===== config.mk =====
export PLATFORM = sky130hd
export DESIGN_NAME = pca_compare_array
export DESIGN_NICKNAME = d
export VERILOG_FILES = /design/src/pca_pkg.sv /design/src/pca_compare_unit.sv /design/src/pca_compare_array.sv
export SDC_FILE = /design/constraint.sdc
export NUM_CORES = 1
export LEC_CHECK = 0
export ABC_AREA = 1
export BUFFER_PORTS_ARGS = -buffer_cell sky130_fd_sc_hd__buf_4
export CORE_MARGIN = 5
export CORE_UTILIZATION = 45
export CTS_CLUSTER_DIAMETER = 60
export DETAILED_ROUTE_END_ITERATION = 6
export HOLD_SLACK_MARGIN = 0.05
export PLACE_DENSITY_LB_ADDON = 0.25
export SLEW_MARGIN = 20
export SYNTH_ARGS = -nofsm -noshare
export SYNTH_HDL_FRONTEND = slang
export SYNTH_SLANG_ARGS = --single-unit

===== constraint.sdc =====
create_clock -name aclk -period 1.93 [get_ports aclk]
set_clock_uncertainty 0.1 [all_clocks]
set_input_delay 0 -clock aclk [delete_from_list [all_inputs] [get_ports aclk]]
set_output_delay 0 -clock aclk [all_outputs]
set_load 0.05 [all_outputs]

===== src/pca_pkg.sv =====
package pca_pkg;

  localparam int num_modules = 5;
  localparam int wd_module = 4;

  // Register byte addresses
  localparam logic [7:0] addr_control = 8'h00;
  localparam logic [7:0] addr_mode = 8'h04;
  localparam logic [7:0] addr_count_low = 8'h08;
  localparam logic [7:0] addr_count_high = 8'h0c;
  localparam logic [7:0] addr_irq_status = 8'h10;
  localparam logic [7:0] addr_module_base = 8'h20;
  localparam logic [7:0] addr_module_stride = 8'h10;
  localparam logic [7:0] off_module_mode = 8'h00;
  localparam logic [7:0] off_compare_low = 8'h04;
  localparam logic [7:0] off_compare_high = 8'h08;
  localparam logic [7:0] off_pin_state = 8'h0c;

  // Counter control register fields
  localparam int ctl_run_bit = 6;
  localparam int ctl_flags_lsb = 0;

  // Counter mode register fields
  localparam int wd_reset_enable_bit = 6;
  localparam int prescale_lsb = 0;
  localparam int prescale_width = 4;

  // Module mode register fields
  localparam int mm_compare_enable = 6;
  localparam int mm_match_event_enable = 3;
  localparam int mm_toggle_enable = 2;
  localparam int mm_pwm_enable = 1;
  localparam int mm_module_irq_enable = 0;

  // Reset values
  localparam logic [7:0] control_reset = 8'h00;
  localparam logic [7:0] mode_reset = 8'h00;
  localparam logic [7:0] module_mode_reset = 8'h00;
  localparam logic [7:0] compare_reset = 8'h00;
  localparam logic [15:0] counter_reset = 16'h0000;

  // Internal reset pulse length in clock cycles
  localparam int wd_reset_cycles = 16;

  localparam logic [1:0] resp_okay = 2'b00;
  localparam logic [1:0] resp_slverr = 2'b10;

  typedef struct packed {
    logic compare_enable;
    logic match_event_enable;
    logic toggle_enable;
    logic pwm_enable;
    logic module_irq_enable;
  } module_mode_t;

  typedef struct packed {
    logic [7:0] low;
    logic [7:0] high;
  } compare_pair_t;

endpackage


===== src/pca_compare_unit.sv =====
module pca_compare_unit (
  input wire logic aclk,
  input wire logic aresetn,
  input wire pca_pkg::module_mode_t mode,
  input wire pca_pkg::compare_pair_t compare,
  input wire logic compare_armed,
  input wire logic [15:0] count,
  input wire logic count_tick,
  output logic match_pulse,
  output logic pin_level,
  output logic pwm_reload
);

  logic next_match_pulse;
  logic next_pin_level;
  logic next_pwm_reload;
  logic compare_mode;
  logic hso_mode;
  logic pwm_mode;

  always_comb begin
    compare_mode = mode.compare_enable & mode.match_event_enable;
    hso_mode = compare_mode & mode.toggle_enable;
    pwm_mode = mode.compare_enable & mode.pwm_enable;
    next_match_pulse = 1'b0;
    next_pin_level = pin_level;
    next_pwm_reload = 1'b0;
    // Only sampled on a tick so one equality gives one event
    if (count_tick && compare_mode && compare_armed &&
        count == {compare.high, compare.low}) begin
      next_match_pulse = 1'b1;
      if (hso_mode) begin
        next_pin_level = ~pin_level;
      end
    end
    if (pwm_mode) begin
      next_pin_level = (count[7:0] >= compare.low);
      if (count_tick && count[7:0] == 8'hff) begin
        next_pwm_reload = 1'b1;
      end
    end
  end

  always_ff @(posedge aclk) begin
    if (!aresetn) begin
      match_pulse <= 1'b0;
      pin_level <= 1'b0;
      pwm_reload <= 1'b0;
    end else begin
      match_pulse <= next_match_pulse;
      pin_level <= next_pin_level;
      pwm_reload <= next_pwm_reload;
    end
  end

endmodule


===== src/pca_compare_array.sv =====
// Overview of operation
// - Compare-enable plus match-enable: 16-bit counter equality with compare pair sets event.
// - Interrupt requested only when event flag and module interrupt enable both set.
// - Low-byte write suspends comparator; high-byte write re-arms it.
// - Toggle, match and compare enables together select high-speed output.
// - High-speed output inverts module pin on every 16-bit equality.
// - Unchanged compare pair toggles again after the counter wraps round.
// - PWM plus compare enable selects PWM; interrupt enable does not matter.
// - PWM output low while counter low byte below compare low, else high.
// - All five modules share one counter, hence one PWM period.
// - In PWM, high byte copies into low byte only at low-byte wrap.
// - Only module 4 can be the watchdog; otherwise it works normally.
// - Watchdog enabled and module 4 compare match triggers internal reset.
// - Watchdog reset stays internal and never drives the external reset pin.
// - Watchdog reset gated by reset-enable bit at mask 40h of mode register.
// - Hardware sets module event flag on match; only software clears it.
// - All-zero mode does nothing; interrupt enable ignored in PWM and watchdog.
//
// The AXI4-Lite interface to the registers and the address map are this design's own decisions.
module pca_compare_array (
  input wire logic aclk,
  input wire logic aresetn,
  input wire logic [7:0] s_axi_awaddr,
  input wire logic s_axi_awvalid,
  output logic s_axi_awready,
  input wire logic [31:0] s_axi_wdata,
  input wire logic [3:0] s_axi_wstrb,
  input wire logic s_axi_wvalid,
  output logic s_axi_wready,
  output logic [1:0] s_axi_bresp,
  output logic s_axi_bvalid,
  input wire logic s_axi_bready,
  input wire logic [7:0] s_axi_araddr,
  input wire logic s_axi_arvalid,
  output logic s_axi_arready,
  output logic [31:0] s_axi_rdata,
  output logic [1:0] s_axi_rresp,
  output logic s_axi_rvalid,
  input wire logic s_axi_rready,
  output logic [4:0] module_io_pin,
  output logic pca_irq,
  output logic wd_internal_reset
);

  localparam int n = pca_pkg::num_modules;

  ////////////////////////////////////////////////////////////////////////////////
  // Register state
  logic [7:0] counter_control_reg, next_counter_control_reg;
  logic [7:0] counter_mode_reg, next_counter_mode_reg;
  logic [15:0] count, next_count;
  logic [7:0] module_mode_reg [n], next_module_mode_reg [n];
  pca_pkg::compare_pair_t compare [n], next_compare [n];
  logic [n-1:0] armed, next_armed;
  logic [3:0] div_count, next_div_count;
  logic count_tick, next_count_tick;
  logic [7:0] wd_pulse_count, next_wd_pulse_count;

  logic [n-1:0] match_pulse;
  logic [n-1:0] pin_level;
  logic [n-1:0] pwm_reload;
  pca_pkg::module_mode_t mode [n];

  ////////////////////////////////////////////////////////////////////////////////
  // Bus handshake state
  logic [7:0] aw_addr, next_aw_addr;
  logic aw_held, next_aw_held;
  logic [31:0] w_data, next_w_data;
  logic [3:0] w_strb, next_w_strb;
  logic w_held, next_w_held;
  logic [1:0] next_bresp;
  logic next_bvalid;
  logic [31:0] next_rdata;
  logic [1:0] next_rresp;
  logic next_rvalid;
  logic next_irq;
  logic next_wd_reset;
  logic do_write;

  function automatic logic is_mapped(input logic [7:0] a);
    logic hit;
    hit = (a == pca_pkg::addr_control) || (a == pca_pkg::addr_mode) ||
          (a == pca_pkg::addr_count_low) || (a == pca_pkg::addr_count_high) ||
          (a == pca_pkg::addr_irq_status);
    if (a >= pca_pkg::addr_module_base && a < 8'(pca_pkg::addr_module_base +
        8'(n) * pca_pkg::addr_module_stride) && a[1:0] == 2'b00) begin
      hit = 1'b1;
    end
    return hit;
  endfunction

  function automatic logic [2:0] module_index(input logic [7:0] a);
    logic [7:0] rel;
    rel = a - pca_pkg::addr_module_base;
    return rel[6:4];
  endfunction

  generate
    for (genvar i = 0; i < n; i++) begin : g_mod
      assign mode[i] = '{
        compare_enable: module_mode_reg[i][pca_pkg::mm_compare_enable],
        match_event_enable: module_mode_reg[i][pca_pkg::mm_match_event_enable],
        toggle_enable: module_mode_reg[i][pca_pkg::mm_toggle_enable],
        pwm_enable: module_mode_reg[i][pca_pkg::mm_pwm_enable],
        module_irq_enable: module_mode_reg[i][pca_pkg::mm_module_irq_enable]};
      // Same counter fans out to every module
      pca_compare_unit u_unit (
        .aclk(aclk),
        .aresetn(aresetn),
        .mode(mode[i]),
        .compare(compare[i]),
        .compare_armed(armed[i]),
        .count(count),
        .count_tick(count_tick),
        .match_pulse(match_pulse[i]),
        .pin_level(pin_level[i]),
        .pwm_reload(pwm_reload[i])
      );
    end
  endgenerate

  ////////////////////////////////////////////////////////////////////////////////
  // Next state
  always_comb begin
    logic [2:0] idx;
    logic [7:0] sub;
    logic [n-1:0] irq_terms;
    idx = 3'd0;
    sub = 8'h00;
    irq_terms = '0;
    next_aw_addr = aw_addr;
    next_aw_held = aw_held;
    next_w_data = w_data;
    next_w_strb = w_strb;
    next_w_held = w_held;
    next_bresp = s_axi_bresp;
    next_bvalid = s_axi_bvalid;
    next_rdata = s_axi_rdata;
    next_rresp = s_axi_rresp;
    next_rvalid = s_axi_rvalid;
    next_counter_control_reg = counter_control_reg;
    next_counter_mode_reg = counter_mode_reg;
    next_count = count;
    next_module_mode_reg = module_mode_reg;
    next_compare = compare;
    next_armed = armed;
    next_div_count = div_count;
    next_count_tick = 1'b0;
    next_wd_pulse_count = wd_pulse_count;
    // Counter prescaler: one tick per (div + 1) clocks while running
    if (counter_control_reg[pca_pkg::ctl_run_bit]) begin
      if (div_count >= counter_mode_reg[pca_pkg::prescale_lsb +: pca_pkg::prescale_width]) begin
        next_div_count = 4'h0;
        next_count_tick = 1'b1;
      end else begin
        next_div_count = div_count + 4'h1;
      end
    end
    if (count_tick) begin
      next_count = count + 16'h0001;
    end

    // PWM reload from high byte at low-byte wrap
    for (int i = 0; i < n; i++) begin
      if (pwm_reload[i]) begin
        next_compare[i].low = compare[i].high;
      end
    end

    // Hardware sets flags; set wins over a same-cycle software clear
    if (s_axi_awvalid && s_axi_awready) begin
      next_aw_addr = s_axi_awaddr;
      next_aw_held = 1'b1;
    end
    if (s_axi_wvalid && s_axi_wready) begin
      next_w_data = s_axi_wdata;
      next_w_strb = s_axi_wstrb;
      next_w_held = 1'b1;
    end
    do_write = aw_held && w_held && !s_axi_bvalid;
    if (do_write) begin
      next_aw_held = 1'b0;
      next_w_held = 1'b0;
      next_bvalid = 1'b1;
      next_bresp = is_mapped(aw_addr) ? pca_pkg::resp_okay : pca_pkg::resp_slverr;
      if (w_strb[0]) begin
        idx = module_index(aw_addr);
        sub = aw_addr - pca_pkg::addr_module_base - 8'({idx, 4'h0});
        if (aw_addr == pca_pkg::addr_control) begin
          next_counter_control_reg = w_data[7:0];
        end else if (aw_addr == pca_pkg::addr_mode) begin
          next_counter_mode_reg = w_data[7:0];
        end else if (aw_addr == pca_pkg::addr_count_low) begin
          next_count[7:0] = w_data[7:0];
        end else if (aw_addr == pca_pkg::addr_count_high) begin
          next_count[15:8] = w_data[7:0];
        end else if (is_mapped(aw_addr) && aw_addr >= pca_pkg::addr_module_base) begin
          if (sub == pca_pkg::off_module_mode) begin
            next_module_mode_reg[idx] = w_data[7:0];
          end else if (sub == pca_pkg::off_compare_low) begin
            next_compare[idx].low = w_data[7:0];
            next_armed[idx] = 1'b0;
          end else if (sub == pca_pkg::off_compare_high) begin
            next_compare[idx].high = w_data[7:0];
            next_armed[idx] = 1'b1;
          end
        end
      end
    end
    if (s_axi_bvalid && s_axi_bready) begin
      next_bvalid = 1'b0;
    end
    for (int i = 0; i < n; i++) begin
      if (match_pulse[i]) begin
        next_counter_control_reg[pca_pkg::ctl_flags_lsb + i] = 1'b1;
      end
    end

    if (s_axi_arvalid && s_axi_arready) begin
      idx = module_index(s_axi_araddr);
      sub = s_axi_araddr - pca_pkg::addr_module_base - 8'({idx, 4'h0});
      next_rvalid = 1'b1;
      next_rdata = 32'h0000_0000;
      next_rresp = is_mapped(s_axi_araddr) ? pca_pkg::resp_okay : pca_pkg::resp_slverr;
      if (s_axi_araddr == pca_pkg::addr_control) begin
        next_rdata[7:0] = counter_control_reg;
      end else if (s_axi_araddr == pca_pkg::addr_mode) begin
        next_rdata[7:0] = counter_mode_reg;
      end else if (s_axi_araddr == pca_pkg::addr_count_low) begin
        next_rdata[7:0] = count[7:0];
      end else if (s_axi_araddr == pca_pkg::addr_count_high) begin
        next_rdata[7:0] = count[15:8];
      end else if (s_axi_araddr == pca_pkg::addr_irq_status) begin
        next_rdata[0] = pca_irq;
      end else if (is_mapped(s_axi_araddr)) begin
        if (sub == pca_pkg::off_module_mode) begin
          next_rdata[7:0] = module_mode_reg[idx];
        end else if (sub == pca_pkg::off_compare_low) begin
          next_rdata[7:0] = compare[idx].low;
        end else if (sub == pca_pkg::off_compare_high) begin
          next_rdata[7:0] = compare[idx].high;
        end else begin
          next_rdata[0] = pin_level[idx];
        end
      end
    end else if (s_axi_rvalid && s_axi_rready) begin
      next_rvalid = 1'b0;
    end
    // PWM and watchdog use of module 4 mask the module interrupt
    for (int i = 0; i < n; i++) begin
      irq_terms[i] = counter_control_reg[pca_pkg::ctl_flags_lsb + i] &
                     mode[i].module_irq_enable & ~mode[i].pwm_enable;
    end
    if (counter_mode_reg[pca_pkg::wd_reset_enable_bit]) begin
      irq_terms[pca_pkg::wd_module] = 1'b0;
    end
    next_irq = |irq_terms;
    // Only module 4 feeds the watchdog, and only with its enable set
    next_wd_reset = 1'b0;
    if (wd_pulse_count != 8'h00) begin
      next_wd_pulse_count = wd_pulse_count - 8'h01;
      next_wd_reset = 1'b1;
    end
    if (match_pulse[pca_pkg::wd_module] &&
        counter_mode_reg[pca_pkg::wd_reset_enable_bit]) begin
      next_wd_pulse_count = 8'(pca_pkg::wd_reset_cycles - 1);
      next_wd_reset = 1'b1;
    end
  end

  ////////////////////////////////////////////////////////////////////////////////
  // Registers
  always_ff @(posedge aclk) begin
    if (!aresetn) begin
      counter_control_reg <= pca_pkg::control_reset;
      counter_mode_reg <= pca_pkg::mode_reset;
      count <= pca_pkg::counter_reset;
      for (int i = 0; i < n; i++) begin
        module_mode_reg[i] <= pca_pkg::module_mode_reset;
        compare[i] <= '{low: pca_pkg::compare_reset, high: pca_pkg::compare_reset};
      end
      armed <= '1;
      div_count <= 4'h0;
      count_tick <= 1'b0;
      wd_pulse_count <= 8'h00;
      aw_addr <= 8'h00;
      aw_held <= 1'b0;
      w_data <= 32'h0000_0000;
      w_strb <= 4'h0;
      w_held <= 1'b0;
      s_axi_bresp <= 2'b00;
      s_axi_bvalid <= 1'b0;
      s_axi_rdata <= 32'h0000_0000;
      s_axi_rresp <= 2'b00;
      s_axi_rvalid <= 1'b0;
      s_axi_awready <= 1'b0;
      s_axi_wready <= 1'b0;
      s_axi_arready <= 1'b0;
      module_io_pin <= 5'h00;
      pca_irq <= 1'b0;
      wd_internal_reset <= 1'b0;
    end else begin
      counter_control_reg <= next_counter_control_reg;
      counter_mode_reg <= next_counter_mode_reg;
      count <= next_count;
      module_mode_reg <= next_module_mode_reg;
      compare <= next_compare;
      armed <= next_armed;
      div_count <= next_div_count;
      count_tick <= next_count_tick;
      wd_pulse_count <= next_wd_pulse_count;
      aw_addr <= next_aw_addr;
      aw_held <= next_aw_held;
      w_data <= next_w_data;
      w_strb <= next_w_strb;
      w_held <= next_w_held;
      s_axi_bresp <= next_bresp;
      s_axi_bvalid <= next_bvalid;
      s_axi_rdata <= next_rdata;
      s_axi_rresp <= next_rresp;
      s_axi_rvalid <= next_rvalid;
      s_axi_awready <= !next_aw_held;
      s_axi_wready <= !next_w_held;
      s_axi_arready <= !next_rvalid;
      module_io_pin <= pin_level;
      pca_irq <= next_irq;
      // Kept on its own output; the external reset pin is never driven
      wd_internal_reset <= next_wd_reset;
    end
  end

endmodule


== After elaboration in Yosys (flattened, before gate mapping) ==
Index checks and enable logic that the tools add are counted.

* Logic and storage cells: 361
* Memory bits (read-only): 0
* Memories: 0
* Flip-flop bits (word level): 228
* Bits in latches: 0
* Memory bits (writable): 0
* Input bits: 59

* Magnitude comparators: 16
* Shift-type cells: 0
* Reductions and logical operators: 100
* Bitwise gates (word level): 46
* Multipliers: 0
* Div/mod/pow operators: 0
* Eq/ne operators: 18
* Add/subtract/negate cells: 7
* Muxes and demuxes: 115

{| class="wikitable"
|+ Operator list
! kind !! count
|-
| $mux W80 || 10
|-
| $bwmux W80 || 2
|-
| $mux W8 || 19
|-
| $mux W16 || 8
|-
| $demux W16 S3 || 2
|-
| $eq A16 B16 Y1 || 5
|-
| $mux W1 || 56
|-
| $reduce_bool A2 Y1 || 27
|-
| $bmux W16 S3 || 1
|-
| $eq A8 B4 Y1 const B || 6
|-
| $bwmux W40 || 1
|-
| $ge A8 B8 Y1 || 5
|-
| $eq A8 B3 Y1 const B || 4
|-
| $logic_not A8 Y1 || 4
|-
| $logic_and A1 B1 Y1 || 31
|-
| $and A1 B1 Y1 || 25
|-
| $mux W5 || 5
|-
| $bmux W8 S3 || 1
|-
| $demux W8 S3 || 1
|-
| $reduce_and A2 Y1 || 11
|-
| $reduce_and A3 Y1 || 6
|-
| $add A16 B1 Y16 const B || 1
|-
| $eq A8 B5 Y1 const B || 2
|-
| $ge A8 B6 Y1 const B || 2
|-
| other kinds (30) || 67
|}

== Logic depth before layout (Yosys ltp) ==
Gate-level depths: netlist of the first run.

* Depth in word-level cells: 20
* Depth in mapped cells: 21
* Gate-level depth less buffers: 20

== Cells and area by module ==
From an unflattened synthesis of the first run, not the netlist that was laid out.

* Cells, all modules: 2034
* Area, all modules: 13603.0 um2

{| class="wikitable"
|+ Modules (own cells, without submodules)
! module !! cells each !! instances !! area each (um2)
|-
| pca_compare_array || 1379 || 1 || 10193.5
|-
| pca_compare_unit || 131 || 5 || 681.9
|}

== Worst setup path after synthesis of the first run ==
OpenSTA, ideal clock, no wires.

* Kind: reg2reg
* From: register s_axi_bvalid
* To: register module_mode_reg[21] (netlist bit)
* Path buffers: 1
* Cell stages (with the launch flop): 10
* Arrival: 1864 ps
* Path slack: -154 ps
* Required time: 1711 ps
* Cell sequence: dfxtp_1 > nor2_1 > nand2_1 > nor2_1 > nand2_2 > nor3_4 > nand2_2 > buf_4 > o21ai_0 > a21oi_1

* Longest elaborated chain between the ends: 3

{| class="wikitable"
|+ RTL lines
! what !! RTL line !! RTL
|-
| start, declared || pca_compare_array.sv:31 || <nowiki>output logic s_axi_bvalid,</nowiki>
|-
| start signal, assigned || pca_compare_array.sv:318 || <nowiki>s_axi_bvalid <= next_bvalid;</nowiki>
|-
| $logic_not A1 Y1 || pca_compare_array.sv:180 || <nowiki>do_write = aw_held && w_held && !s_axi_bvalid;</nowiki>
|-
| $logic_and A1 B1 Y1 || pca_compare_array.sv:180 ||
|-
| $reduce_and A8 Y1 (no line) || - ||
|-
| end signal, assigned by index || pca_compare_array.sv:279 || <nowiki>module_mode_reg[i] <= pca_pkg::module_mode_reset;</nowiki>
|-
| end signal, assigned || pca_compare_array.sv:306 || <nowiki>module_mode_reg <= next_module_mode_reg;</nowiki>
|-
| end, declared || pca_compare_array.sv:52 || <nowiki>logic [7:0] module_mode_reg [n], next_module_mode_reg [n];</nowiki>
|}

No other way between the ends.
A chain may end at the register's enable or synchronous reset.

== Worst setup path in the final report of the first run ==
* From: register aw_addr[0]
* To: register compare[36] (netlist name)

* Longest elaborated chain between the ends: 14
* Elaborated cells on any way between the ends: 45
* Those cells by class: add/sub: 2; order compare: 4; eq/ne: 6; mux: 14; bitwise: 6; reduce/logical: 13

{| class="wikitable"
|+ RTL lines
! what !! RTL line !! RTL
|-
| start, declared || pca_compare_array.sv:66 || <nowiki>logic [7:0] aw_addr, next_aw_addr;</nowiki>
|-
| start signal, assigned || pca_compare_array.sv:312 || <nowiki>aw_addr <= next_aw_addr;</nowiki>
|-
| branches (longest 14 deep; another with $sub A8 B6 Y8) || - ||
|}

Several ways; the timed one is not identified. The select of a mux whose other input is x is not followed.

==> impl_metrics.py, run 1 <==
metrics = {
    "run_status": {
        "status": "finished with violations",
        "violations": "setup timing",
    },
    "cells_and_area": {
        "regMostFlops": "compare",
        "nets": 2148,
        "final_layout_size_suffix_gt1_frac": 0.322,
        "layout_commonest_cell": "buf_4",
        "area_delta_synth_final_pct": 48.7,
        "largest_reg_flops": 80,
        "num_antenna_cells": 0,
        "fill_cells": 2208,
        "final_area_um2": 18100,
        "layout.cells.most_common_list": "buf_4 (278), nand2_1 (259), dfxtp_1 (210)",
    },
    "global_route": {
        "antenna_found_initial": 0,
        "grt_pass1_vias": 13000,
        "grt_max_degree": 36,
        "grtUsageTotal": 0.332,
        "grt_pass1_wl_um": 78200,
        "grt_overflow_total": 0,
    },
    "sta": {
        "setup_slack_ps": -212,
        "relSlewSlack": 0.575,
        "final_hold_viol_count": 0,
        "setup_violations": 133,
        "timing.fmax_ghz": 0.467,
        "drv_slew": 0,
        "layout_min_cycle_time_ps": 2140,
        "fin_crit_sh": 1.11,
        "worst_pin_slew_ps": 637,
        "holdWs_ps": 129,
        "grt_setup_unrepaired": "true",
    },
    "drt": {
        "drt_wl_total_um": 55100,
        "drtIter0Drc": 1602,
        "antenna_left": 0,
        "dr_total_vias": 14000,
        "avgViaCountPerCell": 5.83,
        "drc": 0,
        "wl_per_cell_um": 23.0,
        "drt_pass1_iterations": 6,
    },
    "yosys": {
        "syn_inst": 1701,
        "ys_ff_latch": 226,
        "synth_edf_count": 0,
        "synth-seq-area-share": 0.372,
        "avgSynthCellArea_um2": 7.14,
        "ys_types": 51,
        "synth_ff_type": "dfxtp_1",
        "ys_warn_count": 0,
        "async_reset_ff_frac": 0,
        "synth_area_um2": 12200,
    },
    "placed_design": {
        "gp_congestion": 1.01,
        "portBuffers": 53,
        "placed_area_um2": 14600,
        "hpwl_um": 39000,
        "preCtsSetupSlack_ps": -347,
    },
    "critical_path": {
        "start_kind": "flop",
        "cp_slowest_stage_delay_ps": 320,
        "cp-end-kind": "flop",
        "r2r_slack_ps": -210,
        "worst-path-max-fanout": 7,
        "crit_chain": "or2_4 > nor2_4 > inv_2 > nor2_4 > inv_2 > nor2_4 > inv_4 > a21oi_4 > buf_12 > buf_8 > nand3_4 > buf_6 > nand3_2 > o21ai_1",
        "required_ps": 2250,
        "cpMaxStageDelayCell": "dfxtp_2",
        "crit_top_cell": "nor2_4",
        "cp_top_family": "simple AND/OR/NAND/NOR gates",
        "crit_type": "reg -> reg",
        "critPathBufInv": 6,
        "cp.arrival_ps": 2460,
    },
    "clock_network": {
        "cts.clk_slew.worst_paths_ps": 60,
        "htreeDepth": 1,
        "cts_root_buf": "clkbuf_16",
        "clk_path_buf_depth": 3,
        "clkSinkCount": 226,
        "cts_buffers": 27,
        "tritoncts": "done",
        "clk_latency_ps": 560,
    },
    "pwr": {
        "powerDensity_nw_per_um2": 664,
        "power_mw": 12.0,
        "p_leak_nw": 7.54,
        "ir_drop_mv": 0.814,
    },
    "floorplan": {
        "start_util": 0.453,
        "rows": 60,
        "ioPinCount": 107,
        "coreArea_um2": 26800,
        "die_h_um": 174,
        "dieArea_um2": 30400,
        "die_w_um": 174,
    },
    "run": {
        "maxCapViolations": 0,
    },
    "hold_path": {
        "hp-class": "in -> reg",
    },
}
## final cells by class
cell class                 count  area, um^2  area share
clock buffer                  38         777      0.0430
clock inverter                 9         120     0.00665
inverter                     233         885      0.0490
timing repair buffer         383        3470       0.192
sequential                   226        4560       0.252
tap                          341         427      0.0236
multi-input combinational   1169        7840       0.434
## where the power goes
part,switching [mW],leakage (nW),total (mW),internal (mW)
Combinational,1.24,5.26,1.92,0.686
Sequential,0.0851,1.84,4.86,4.78
Clock,2.14,0.440,5.22,3.08
## path summary, 6_finish.rpt
kind                                          start                   to  depth (start not counted)
worst max-delay path                     aw_addr[0]          compare[36]                         14
worst min-delay path                s_axi_araddr[1]       s_axi_rdata[0]                          9
worst max register to register           aw_addr[0]          compare[36]                         14
worst min register to register  module_mode_reg[21]  module_mode_reg[21]                          2
## metal layers
| metal | track usage | part of all wire | routed length (um) |
|---|---|---|---|
| met1 | 0.440 | 0.39 | 21700 |
| met2 | 0.527 | 0.44 | 24400 |
| met3 | 0.0496 | 0.093 | 5100 |
| met4 | 0.166 | 0.070 | 3850 |
| met5 | 0 | 0 | 0 |
## Yosys cell counts (16+ instances only)
master / number / share of area
nand2_1: 285 / 0.088
dfxtp_1: 226 / 0.37
inv_1: 222 / 0.069
nor2_1: 167 / 0.052
o21ai_0: 143 / 0.059
a21oi_1: 133 / 0.055
nand3_1: 60 / 0.025
a211oi_1: 58 / 0.036
clkbuf_1: 50 / 0.015
ha_1: 49 / 0.050
o22ai_1: 44 / 0.023
buf_4: 30 / 0.019
nor3_1: 29 / 0.012
nand4_1: 26 / 0.013
xor2_1: 22 / 0.016
buf_2: 16 / 0.0066
o2111ai_1: 16 / 0.012
xnor2_1: 16 / 0.012
## kinds of logic (layout without fill, tap and decap cells)
group           after synthesis  in the layout  share of synthesized area
compound gates              450            450                      0.222
other cells                   1             26                   0.000309
fa+ha+maj                    49             49                     0.0504
xor+xnor                     38             38                     0.0274
simple gates                601            606                      0.212
flops                       226            226                      0.372
buf+inv                     336            663                      0.115
## repair_timing
item,4_1_cts,5_1_grt
resized for setup,154,265
gates cloned,6,7
buffers inserted,14,20
pin swaps,25,55
endpoints found under the hold margin,116,0
setup endpoints to repair,158,165
hold buffers,47,0
## worst min-delay path: stages
cell	delay, ps
buf_4	80
inv_1	30
nand2_1	80
nor2_1	80
nand2_1	160
nor2_1	60
nor2_1	80
nand2_1	60
a21oi_1	110
## through the flow
step	cells	util	setup TNS [ps]
2_1_floorplan	1726	-	-123
3_3_place_gp	2261	0.544	-16940
3_5_place_dp	2261	0.544	-23350
4_1_cts	2373	0.624	-5590
5_1_grt	2399	0.674	-26250
6_report	2399	0.674	-12000
Note: power is estimated with default switching activity, not from simulation.
==> run 2: changes to the inputs <==
REMOVE_ABC_BUFFERS = 1   (was default)
clock period = 2.1 ns   (was 1.93 ns; I/O delays follow)
==> impl_metrics.py, run 2 (synthesized netlist as in run 1, its figures left out) <==
metrics = {
    "critical_path": {
        "required_ps": 2510,
        "critPathBufInv": 2,
        "cp_slowest_stage_delay_ps": 340,
        "cp-end-kind": "flop",
        "crit_chain": "buf_6 > buf_4 > ha_4 > nand2_1 > nor2_2 > nand4_1 > nor2_1 > nand4_1 > xor2_1 > a21oi_1",
        "startpoint": "count[5]",
        "r2r_slack_ps": -80,
        "cpMaxStageDelayCell": "dfxtp_2",
        "crit_type": "reg -> reg",
        "reg2reg_to": "g_mod[1].u_unit.pin_level",
        "worst-path-max-fanout": 6,
        "crit_top_cell": "nand4_1",
        "endpoint": "g_mod[1].u_unit.pin_level",
        "reg2reg_depth": 10,
        "cp_top_family": "simple AND/OR/NAND/NOR gates",
        "start_kind": "flop",
        "cp.arrival_ps": 2590,
        "r2r_start": "count[5]",
        "cp_num_cells": 10,
    },
    "sta": {
        "fin_crit_sh": 1.04,
        "worst_pin_slew_ps": 719,
        "layout_min_cycle_time_ps": 2180,
        "grt_setup_unrepaired": "true",
        "setup_violations": 7,
        "final_hold_viol_count": 0,
        "setup_slack_ps": -79.5,
        "timing.fmax_ghz": 0.459,
        "drv_slew": 0,
        "relSlewSlack": 0.520,
    },
    "global_route": {
        "grt_max_degree": 48,
        "grtUsageTotal": 0.307,
        "grt_overflow_total": 0,
        "grt_pass1_vias": 12200,
        "antenna_found_initial": 0,
        "grt_pass1_wl_um": 72300,
    },
    "clock_network": {
        "cts_root_buf": "clkbuf_16",
        "tritoncts": "done",
        "cts_buffers": 28,
        "clkSinkCount": 226,
        "clk_path_buf_depth": 3,
        "cts.clk_slew.worst_paths_ps": 60,
        "clk_latency_ps": 580,
        "htreeDepth": 1,
    },
    "placed_design": {
        "portBuffers": 53,
        "gp_congestion": 1.10,
        "placed_area_um2": 13900,
        "hpwl_um": 36400,
        "preCtsSetupSlack_ps": -151,
    },
    "drt": {
        "wl_per_cell_um": 21.7,
        "drc": 0,
        "drt_pass1_iterations": 5,
        "drt_wl_total_um": 49500,
        "drtIter0Drc": 1518,
        "dr_total_vias": 13300,
        "avgViaCountPerCell": 5.80,
        "antenna_left": 0,
    },
    "cells_and_area": {
        "layout_commonest_cell": "nand2_1",
        "area_delta_synth_final_pct": 32.6,
        "largest_reg_flops": 80,
        "final_area_um2": 16100,
        "num_antenna_cells": 0,
        "layout.cells.most_common_list": "nand2_1 (277), inv_1 (213), dfxtp_1 (213)",
        "final_layout_size_suffix_gt1_frac": 0.216,
        "nets": 2032,
        "regMostFlops": "compare",
    },
    "hold_path": {
        "hp-class": "in -> reg",
    },
    "pwr": {
        "power_mw": 11.1,
        "p_leak_nw": 6.80,
        "powerDensity_nw_per_um2": 691,
        "ir_drop_mv": 0.531,
    },
    "floorplan": {
        "coreArea_um2": 26800,
        "die_h_um": 174,
        "ioPinCount": 107,
        "die_w_um": 174,
        "start_util": 0.453,
        "rows": 60,
        "dieArea_um2": 30400,
    },
    "run_status": {
        "status": "finished with violations",
        "violations": "setup timing",
    },
    "run": {
        "maxCapViolations": 0,
    },
}
-- run 2: changes by cell type in the layout (fill, tap and decap cells not counted), moves of 21 or more --
| cell | change |
|---|---|
| buf_4 | -77 |
| nor2_1 | +34 |
| o21ai_0 | +33 |
| nor2_4 | -32 |
| a211oi_1 | +27 |
| a211oi_2 | -27 |
| o21ai_2 | -21 |
-- run 2: final cells by class --
type / instances / area, um^2
Clock buffer: 34 / 773
Clock inverter: 16 / 225
Fill cell: 2391 / 10700
Inverter: 233 / 878
Multi-Input combinational cell: 1164 / 6930
Sequential cell: 226 / 4550
Tap cell: 341 / 427
Timing Repair Buffer: 271 / 2330
-- run 2: worst min path at each step --
stage                         start  cells past startpoint              to  slack [ps]
global placement       s_axi_bready                      2    s_axi_bvalid          80
finish              s_axi_araddr[1]                      9  s_axi_rdata[0]          90
CTS                 s_axi_araddr[3]                      7  s_axi_rdata[6]          70
floorplan                   aresetn                      1            flop         -20
global route        s_axi_araddr[0]                      9  s_axi_rdata[3]         160
detailed placement     s_axi_bready                      2    s_axi_bvalid          90
-- run 2: stage by stage --
stage | std cells | TNS (ps) | hold slack [ps] | util
floorplan | 1623 | -8080 | -15.9 | -
finish | 2285 | -133 | 87.3 | 0.601
global placement | 2176 | -79.1 | 83.8 | 0.517
detailed placement | 2176 | -302 | 86.1 | 0.517
CTS | 2273 | -54.2 | 66.0 | 0.577
global route | 2285 | -2600 | 162 | 0.601
-- run 2: worst reg2reg max path: cells and delay by family, from the launching register on --
family | cells | cell delay, ps
buf+inv | 2 | 290
fa+ha+maj | 1 | 260
compound gates | 1 | 130
simple gates | 5 | 810
xor+xnor | 1 | 220
flops | 1 | 340
-- run 2: what timing repair did --
item,CTS,global route
pin swaps,5,23
resized for setup,27,135
hold buffers,45,0
endpoints found under the setup margin,69,140
cloned,0,2
hold endpoints to repair,76,0
setup buffers,2,10
-- run 2: power by group --
group / switching, mW / total, mW / internal, mW
combinational: 0.993 / 1.51 / 0.512
sequential: 0.0859 / 4.48 / 4.39
clock: 2.03 / 5.16 / 3.13
total: 3.11 / 11.1 / 8.03
-- run 2: layer usage --
metal	vias up	track usage	share of wire
met1	6201	0.405	0.40
met3	161	0.0602	0.11
met2	741	0.482	0.44
met5	-	0	0
li1	6159	-	-
met4	0	0.146	0.054
